==> src/etd_map.svh <==
// Purpose: Register map, field positions, reset values and timing constants of the 8-bit timer.
// Assumes: Included by the package and design modules; definitions only.
// Notes:   Offsets are byte addresses on the plain register port.
`ifndef ETD_MAP_SVH
`define ETD_MAP_SVH
`define ETD_ADDR_W          4
`define ETD_OFF_CTRL        4'h0
`define ETD_OFF_CMP         4'h4
`define ETD_OFF_STAT        4'h8
`define ETD_OFF_LCTRL       4'hc
`define ETD_CTRL_RST        8'h00
`define ETD_CMP_RST         8'hff
`define ETD_LCTRL_RST       8'h00
`define ETD_BIT_TFF         7
`define ETD_BIT_RUN         3
`define ETD_CK_HI           6
`define ETD_CK_LO           4
`define ETD_MODE_HI         2
`define ETD_MODE_LO         0
`define ETD_BIT_SLOW        7
`define ETD_BIT_DV          6
`define ETD_LCK_HI          2
`define ETD_LCK_LO          0
`define ETD_CK_PIN          3'h7
`define ETD_PRE_W           12
`define ETD_TAP_11          11
`define ETD_TAP_7           7
`define ETD_TAP_5           5
`define ETD_TAP_3           3
`define ETD_TAP_1           1
`define ETD_FS_DIV_DEF      1525
`define ETD_FS_TAP_3        3
`endif

==> src/etd_pkg.sv <==
// Purpose: Shared types of the 8-bit timer.
// Assumes: Macros come from etd_map.svh.
// Notes:   Only codes 000 and 001 of the mode field are served here.
`include "etd_map.svh"
package etd_pkg;
    typedef enum logic [2:0] {
        ETD_MODE_TIMER = 3'h0,
        ETD_MODE_PDO   = 3'h1
    } etd_mode_e;
    typedef enum logic {
        ETD_STOPPED,
        ETD_RUNNING
    } etd_state_e;
endpackage

==> src/etd_tick_gen.sv <==
// Purpose: Prescaler producing one-cycle tick enables for clock select codes 0 to 6 (only code 0 in slow mode); code 7 never ticks.
// Assumes: core_clk stands in for fc; fs is a divided enable.
// Notes:   Ticks of codes 0 to 3 and 5 are rising edges of divider bits, so each is a single-cycle pulse; code 6 ticks every cycle.
`timescale 1ns/1ps
`include "etd_map.svh"
module etd_tick_gen #(
    parameter int FS_DIV = `ETD_FS_DIV_DEF
) (
    input  wire logic       core_clk,
    input  wire logic       rstn,
    input  wire logic [2:0] sel,
    input  wire logic       slow_mode,
    input  wire logic       tap_select,
    output logic            tick
);
    logic [`ETD_PRE_W-1:0] pre_reg, pre_next;
    logic [15:0]           fsd_reg, fsd_next;
    logic [3:0]            fsp_reg, fsp_next;
    logic                  tick_reg, tick_next;
    logic                  fs_en;
    logic [`ETD_PRE_W-1:0] pre_rise;
    logic [3:0]            fsp_rise;

    assign tick = tick_reg;

    always_comb begin
        fs_en    = (fsd_reg == 16'(FS_DIV - 1));
        fsd_next = fs_en ? 16'h0000 : fsd_reg + 16'h0001;
        fsp_next = fs_en ? fsp_reg + 4'h1 : fsp_reg;
        pre_next = pre_reg + {{(`ETD_PRE_W-1){1'b0}}, 1'b1};
        pre_rise = pre_next & ~pre_reg;
        fsp_rise = fsp_next & ~fsp_reg;
        // In slow operation only the slowest tap is offered; other codes stall.
        // Bit n-1 of a divider rises once per 2^n cycles, so that is the tap for /2^n.
        if (slow_mode) begin
            tick_next = (sel == 3'h0) && fsp_rise[`ETD_FS_TAP_3 - 1];
        end else begin
            unique case (sel)
                3'h0: tick_next = tap_select ? fsp_rise[`ETD_FS_TAP_3 - 1] :
                                               pre_rise[`ETD_TAP_11 - 1];
                3'h1: tick_next = pre_rise[`ETD_TAP_7 - 1];
                3'h2: tick_next = pre_rise[`ETD_TAP_5 - 1];
                3'h3: tick_next = pre_rise[`ETD_TAP_3 - 1];
                3'h4: tick_next = fs_en;
                3'h5: tick_next = pre_rise[`ETD_TAP_1 - 1];
                3'h6: tick_next = 1'b1;
                3'h7: tick_next = 1'b0;
            endcase
        end
    end

    always_ff @(posedge core_clk or negedge rstn) begin
        if (!rstn) begin
            pre_reg  <= '0;
            fsd_reg  <= '0;
            fsp_reg  <= '0;
            tick_reg <= 1'b0;
        end else begin
            pre_reg  <= pre_next;
            fsd_reg  <= fsd_next;
            fsp_reg  <= fsp_next;
            tick_reg <= tick_next;
        end
    end
endmodule

==> src/etd_timer.sv <==
// Purpose: 8-bit timer, event counter and programmable divider output.
// Assumes: Plain register port; event pin asynchronous to core_clk.
// Notes:   Cascaded, pulse width and pattern modes are not built.
//
// The strobed register port and the register addresses were decided locally.
`timescale 1ns/1ps
`include "etd_map.svh"
module etd_timer #(
    parameter int FS_DIV = `ETD_FS_DIV_DEF
) (
    input  wire logic                   core_clk,
    input  wire logic                   rstn,
    input  wire logic [`ETD_ADDR_W-1:0] addr,
    input  wire logic [7:0]             wdata,
    input  wire logic                   wr,
    input  wire logic                   rd,
    output logic      [7:0]             rdata,
    input  wire logic                   event_input_pin,
    output logic                        divider_output_pin_n,
    output logic                        match_interrupt
);
    logic [7:0] timer_control_reg, timer_control_next;
    logic [7:0] compare_value_reg, compare_value_next;
    logic [7:0] lower_control_reg, lower_control_next;
    logic [7:0] count_reg, count_next;
    logic       tff_reg, tff_next;
    logic       pdo_reg, pdo_next;
    logic       irq_reg, irq_next;
    logic       match_seen_reg, match_seen_next;
    logic [7:0] rdata_reg, rdata_next;
    logic [2:0] ev_sync_reg;
    logic [2:0] ev_sync_next;
    etd_pkg::etd_state_e state_reg, state_next;
    logic       tick;
    logic       fall;
    logic       step;
    logic       hit;
    logic       run_control_bit;
    logic [2:0] clock_select_field;
    logic [2:0] mode_select_field;
    logic [2:0] sel_eff;

    assign run_control_bit    = timer_control_reg[`ETD_BIT_RUN];
    assign clock_select_field = timer_control_reg[`ETD_CK_HI:`ETD_CK_LO];
    assign mode_select_field  = timer_control_reg[`ETD_MODE_HI:`ETD_MODE_LO];
    // Cascade modes would take the lower-byte select; 8-bit modes use their own.
    assign sel_eff = mode_select_field[2] ?
                     lower_control_reg[`ETD_LCK_HI:`ETD_LCK_LO] : clock_select_field;

    etd_tick_gen #(
        .FS_DIV (FS_DIV)
    ) u_tick (
        .core_clk   (core_clk),
        .rstn       (rstn),
        .sel        (sel_eff),
        .slow_mode  (lower_control_reg[`ETD_BIT_SLOW]),
        .tap_select (lower_control_reg[`ETD_BIT_DV]),
        .tick       (tick)
    );

    // The pin is synchronised; its first stage feeds only the second.
    always_comb begin
        ev_sync_next = {ev_sync_reg[1:0], event_input_pin};
    end

    always_ff @(posedge core_clk or negedge rstn) begin
        if (!rstn) begin
            ev_sync_reg <= 3'h7;
        end else begin
            ev_sync_reg <= ev_sync_next;
        end
    end

    // Edge detection relies on levels lasting two machine cycles.
    assign fall = ev_sync_reg[2] & ~ev_sync_reg[1];

    always_comb begin
        // Event counting is the pin source under mode 000.
        if (clock_select_field == `ETD_CK_PIN) begin
            step = (mode_select_field == etd_pkg::ETD_MODE_TIMER) && fall;
        end else begin
            step = tick;
        end
        // The live compare value is used with no shadow copy.
        hit = step && (count_reg + 8'h01 == compare_value_reg);
    end

    // Register port: writes take effect next cycle, reads answer one cycle later.
    always_comb begin
        timer_control_next = timer_control_reg;
        compare_value_next = compare_value_reg;
        lower_control_next = lower_control_reg;
        rdata_next         = 8'h00;
        if (wr) begin
            unique case (addr)
                `ETD_OFF_CTRL:  timer_control_next = wdata;
                `ETD_OFF_CMP:   compare_value_next = wdata;
                `ETD_OFF_LCTRL: lower_control_next = wdata;
                default:        ;
            endcase
        end
        if (rd) begin
            unique case (addr)
                `ETD_OFF_CTRL:  rdata_next = timer_control_reg;
                `ETD_OFF_CMP:   rdata_next = compare_value_reg;
                `ETD_OFF_STAT:  rdata_next = count_reg;
                `ETD_OFF_LCTRL: rdata_next = {match_seen_reg, tff_reg,
                                              lower_control_reg[5:0]};
                default:        rdata_next = 8'h00;
            endcase
        end
    end

    always_comb begin
        state_next      = run_control_bit ? etd_pkg::ETD_RUNNING : etd_pkg::ETD_STOPPED;
        count_next      = count_reg;
        tff_next        = tff_reg;
        irq_next        = 1'b0;
        match_seen_next = match_seen_reg;
        if (rd && addr == `ETD_OFF_LCTRL) begin
            match_seen_next = 1'b0;
        end
        unique case (state_reg)
            etd_pkg::ETD_STOPPED: begin
                // Hold while stopped; a control write loads the flip-flop.
                if (wr && addr == `ETD_OFF_CTRL) begin
                    tff_next = wdata[`ETD_BIT_TFF];
                end
                if (run_control_bit) begin
                    count_next = 8'h00;
                end
            end
            etd_pkg::ETD_RUNNING: begin
                if (!run_control_bit) begin
                    // The stop write has landed: count and pin hold, and only a later
                    // control write may load a new flip-flop level.
                    if (wr && addr == `ETD_OFF_CTRL) begin
                        tff_next = wdata[`ETD_BIT_TFF];
                    end
                end else if (hit) begin
                    count_next      = 8'h00;
                    irq_next        = 1'b1;
                    match_seen_next = 1'b1;
                    if (mode_select_field == etd_pkg::ETD_MODE_PDO) begin
                        tff_next = ~tff_reg;
                    end
                end else if (step) begin
                    count_next = count_reg + 8'h01;
                end
            end
        endcase
    end

    always_comb begin
        pdo_next = ~tff_next;
    end

    always_ff @(posedge core_clk or negedge rstn) begin
        if (!rstn) begin
            timer_control_reg <= `ETD_CTRL_RST;
            compare_value_reg <= `ETD_CMP_RST;
            lower_control_reg <= `ETD_LCTRL_RST;
            count_reg         <= 8'h00;
            tff_reg           <= 1'b0;
            pdo_reg           <= 1'b1;
            irq_reg           <= 1'b0;
            match_seen_reg    <= 1'b0;
            rdata_reg         <= 8'h00;
            state_reg         <= etd_pkg::ETD_STOPPED;
        end else begin
            timer_control_reg <= timer_control_next;
            compare_value_reg <= compare_value_next;
            lower_control_reg <= lower_control_next;
            count_reg         <= count_next;
            tff_reg           <= tff_next;
            pdo_reg           <= pdo_next;
            irq_reg           <= irq_next;
            match_seen_reg    <= match_seen_next;
            rdata_reg         <= rdata_next;
            state_reg         <= state_next;
        end
    end

    assign rdata                = rdata_reg;
    assign divider_output_pin_n = pdo_reg;
    assign match_interrupt      = irq_reg;
endmodule

==> config.mk <==
export PLATFORM = sky130hd
export DESIGN_NAME = etd_timer
export DESIGN_NICKNAME = d
export VERILOG_FILES = /design/src/etd_pkg.sv /design/src/etd_tick_gen.sv /design/src/etd_timer.sv
export VERILOG_INCLUDE_DIRS = /design/src
export SDC_FILE = /design/constraint.sdc
export NUM_CORES = 1
export LEC_CHECK = 0
export BUFFER_PORTS_ARGS = -buffer_cell sky130_fd_sc_hd__buf_4
export CORE_AREA = 2 2 101 103
export CTS_CLUSTER_SIZE = 20
export DETAILED_ROUTE_END_ITERATION = 7
export DIE_AREA = 0 0 103 105
export PLACE_DENSITY_LB_ADDON = 0.12
export SYNTH_ARGS = -nofsm -noshare
export SYNTH_HDL_FRONTEND = slang
export SYNTH_SLANG_ARGS = --single-unit
==> constraint.sdc <==
create_clock -name core_clk -period 2.4 [get_ports core_clk]
set_input_delay 0.24 -clock core_clk [delete_from_list [all_inputs] [get_ports core_clk]]
set_output_delay 0.24 -clock core_clk [all_outputs]
set_load 0.01 [all_outputs]
==> results.txt <==
The final clock period utilization by the worst path came out at 94.1%. TritonCTS built the clock tree. The share of total power dissipated in the clock network is 36.7%.

The hold violation total from the final report is 0. The cell count after synthesis is 356. The worst setup path is captured at a register. The violation count after the first detailed-routing iteration is 139. The netlist uses 48 different library cells. The worst voltage drop across the vdd grid came out at 0.301 mV. The overall routing resource usage came out at 16.5%. The longest clock path from root to sink contains 2 buffers. The area growth from synthesis to layout is 18.7%. The overall die height came out at 105 um.

The flow ran to the end, and the final reports show no timing, DRC or antenna violations. The number of global-route vias before repair was 2719. The DRC violations left is 0. The critical path starts at u_tick.pre_reg[0]. The TritonCTS sink count came out at 79. The share of Yosys cell area claimed by the top area cell type is 44.3%.

The mean cell area of the mapped netlist is 10.6 um^2. The first-pass GRT wire length is 13800 um. Dividing the detail-routed wire length by the instance count gives 15.3 um. The primary flip-flop cell chosen by synthesis mapping is sky130_fd_sc_hd__dfrtp_1. The post-placement worst setup slack is 115 ps. The actual slew at the worst max-slew pin is 689 ps.

The count of nets after finishing came out at 422. After synthesis, the most frequently instantiated cells are sky130_fd_sc_hd__dfrtp_1 (67), sky130_fd_sc_hd__nand2_1 (36), sky130_fd_sc_hd__nor2_1 (27), sky130_fd_sc_hd__inv_1 (22). The total of max-cap violations came out at 0. The cell sitting at the root of the clock tree is a sky130_fd_sc_hd__clkbuf_8. Including well taps, the total number of placed cells is 516. The achievable clock frequency is 443 MHz. The static leakage came out at 2.08 nW.

The insertion delay of the later-clocked pin in the worst-skew pair came out at 350 ps. The proportion of layout cells with a drive suffix above 1 came out at 24.4%. The antenna cell count came out at 0.

Port buffering added 26 buffers. After synthesis the netlist holds a flip-flop and latch count of 79. The share of total power dissipated in sequential elements is 48.6%. The overall overflow remaining after global route is 0.

Yosys instantiated no cell more often than sky130_fd_sc_hd__dfrtp_1. The worst register-to-register path begins at u_tick.pre_reg[0]. By area the synthesized netlist is led by sky130_fd_sc_hd__dfrtp_1 (44%), sky130_fd_sc_hd__dfstp_2 (8.3%), sky130_fd_sc_hd__mux2_2 (6.0%). Post-CTS timing repair inserted 0 buffers for setup. The internal power came out at 0.00243 W.

The global placement routability congestion came out at 0.838. The number of nets still failing antenna checks after routing is 0. The clock period minus final worst setup slack came out at 2260 ps.

The post-route setup TNS came out at 0 ps. The number of nets produced by synthesis came out at 382. The finished layout holds 534 standard cells, fillers aside. The flip-flop count of the largest register, all copies and words added came out at 16. Across the routed clock network, the largest skew measured is 13.5 ps. The least setup slack across all paths after layout came out at 141 ps. The final count of pins violating max slew came out at 0. In the synthesized netlist the async set-or-reset flop fraction comes to 100%. The number of optimization iterations in the first detailed-route pass is 5. In this run the horizontal extent of the chip is 103 um. The cell area after synthesis came out at 3780 um^2.

The total of fill cells in the finished design came out at 946. The HPWL after detailed placement is 6030 um. The arrival time at the worst endpoint is 2480 ps.

During I/O placement, the number of pins put on the boundary was 27. The worst setup path is launched from a register. The maximum level of the CTS H-tree is 3.

The combinational share of power is 14.7%. The power per cell area is 728 nW/um^2. After floorplanning, the core was divided into 36 placement rows. The maximum fanout along the worst path is 4. The final route contains 2719 vias. The initial core utilization is 39.3%. After clock tree synthesis, the clock-pin slew on the worst setup and hold paths is 80 ps. The critical setup path kind is reg -> reg. In this run the worst hold path is classified as in -> reg. In this run the tightest slew margin relative to its limit is 53.8%. The TritonCTS buffer count is 9.

The die covers 10800 um^2. The number of enable-type register cells in the synthesized netlist came out at 0. The worst hold path begins at wdata[2]. The count of synthesis-stage warnings from yosys came out at 0. The register area share after synthesis came out at 52.6%. The required time at the endpoint of the critical path came out at 2620 ps. Setup repair after global routing left no endpoint under its margin. The switching power came out at 0.000838 W. The number of antenna violations at the first check in global routing came out at 0. The most area-hungry cell type in the Yosys netlist is sky130_fd_sc_hd__dfrtp_1. The mean number of vias per cell is 5.09. The wire length after detailed routing came out at 8190 um. The share of total power consumed by net switching is 25.6%. The core region area is 9640 um^2.

The maximum number of pins on one net before global-route repair is 47. Setup violations remaining at the end of the flow were counted as 0.
==> cell families (layout without fill, tap and decap cells) <==
kind of cell | count (synthesis) | count (layout) | share of synthesized area (%)
adder cells (fa/ha/maj) | 9 | 9 | 2.98
AND/OR/NAND/NOR | 128 | 128 | 17.2
flip-flops | 79 | 79 | 52.6
AO/OA/AOI/OAI | 47 | 47 | 9.00
buffers and inverters | 38 | 83 | 4.00
multiplexers | 23 | 23 | 6.75
XOR/XNOR | 32 | 32 | 7.41
==> placed cells by master (no fill, tap or decap), drive strengths merged, types with 2 or more instances in the layout <==
| cell | n |
|---|---|
| dfstp | 12 |
| nor3 | 8 |
| a22o | 2 |
| or3 | 2 |
| a211oi | 2 |
| a211o | 3 |
| nand2b | 3 |
| and3 | 11 |
| a222oi | 8 |
| o21ai | 18 |
| a21o | 3 |
| nand4 | 2 |
| nor4b | 4 |
| buf | 43 |
| dlygate4sd3 | 2 |
| ha | 9 |
| a21oi | 2 |
| clkbuf | 12 |
| nor4 | 8 |
| nand2 | 37 |
| nor2b | 4 |
| mux2 | 20 |
| nand3 | 17 |
| xor2 | 12 |
| mux2i | 3 |
| inv | 22 |
| dfrtp | 67 |
| bufinv | 3 |
| nor2 | 27 |
| xnor2 | 20 |
==> power by group through the flow <==
stage | logic (W) | registers, W | clock network, W
after floorplan | 0.000310 | 0.00158 | 0
after global placement | 0.000478 | 0.00161 | 0
after detailed placement | 0.000482 | 0.00162 | 0
after CTS | 0.000487 | 0.00159 | 0.00123
after global routing | 0.000537 | 0.00161 | 0.00129
final | 0.000482 | 0.00159 | 0.00120
==> metrics by stage <==
stage	hold WS [ps]	cell area [um^2]	total power, W	util, %
after floorplan	-55.6	3780	0.00189	-
after global placement	298	4220	0.00209	43.7
after detailed placement	303	4220	0.00210	43.7
after CTS	113	4480	0.00331	46.4
after global routing	123	4490	0.00344	46.6
final	120	4490	0.00327	46.6
==> what timing repair did <==
action                                 4_1_cts  5_1_grt
hold buffers                                 2        0
setup endpoints to repair                    0        3
gates resized for setup                      0        4
endpoints found under the hold margin       39        0
==> layout make-up <==
| class | instances | area, um^2 | share of cell area [%] |
|---|---|---|---|
| multi-input cells | 239 | 1660 | 36.9 |
| clock buffers | 12 | 145 | 3.23 |
| flip-flops and latches | 79 | 1990 | 44.3 |
| clock inverters | 4 | 95.1 | 2.12 |
| well taps | 133 | 166 | 3.70 |
| inverters | 22 | 82.6 | 1.84 |
| repair buffers | 45 | 355 | 7.91 |
==> critical path: stages (launching register included) <==
cell and delay, ps:
sky130_fd_sc_hd__dfrtp_1 410, sky130_fd_sc_hd__ha_1 220, sky130_fd_sc_hd__and3_1 160, sky130_fd_sc_hd__and3_1 210, sky130_fd_sc_hd__and3_1 190, sky130_fd_sc_hd__ha_1 180, sky130_fd_sc_hd__or3_1 370, sky130_fd_sc_hd__nand4_1 120
sky130_fd_sc_hd__o221a_2 200, sky130_fd_sc_hd__o32ai_1 70
==> per-layer routing <==
layer  wire [um]  vias to the layer above  GRT usage, %
met3         211                        8          3.61
met1        3990                     1353          23.3
met2        3870                       38          25.5
met5           0                        -             0
li1            -                     1320             -
met4         117                        0          4.61
==> path summary, 6_finish.rpt <==
check	cells after the start	to	slack, ps
worst max-delay path	9	u_tick.tick	140
worst min-delay path	3	compare_value_reg[2]	120
worst max register to register	9	u_tick.tick	140
worst min register to register	0	ev_sync_reg[1]	360
max in group asynchronous	3	ev_sync_reg[2]	1290
min in group asynchronous	2	rdata[3]	440
No activity file was read; power rests on OpenSTA's default activity.
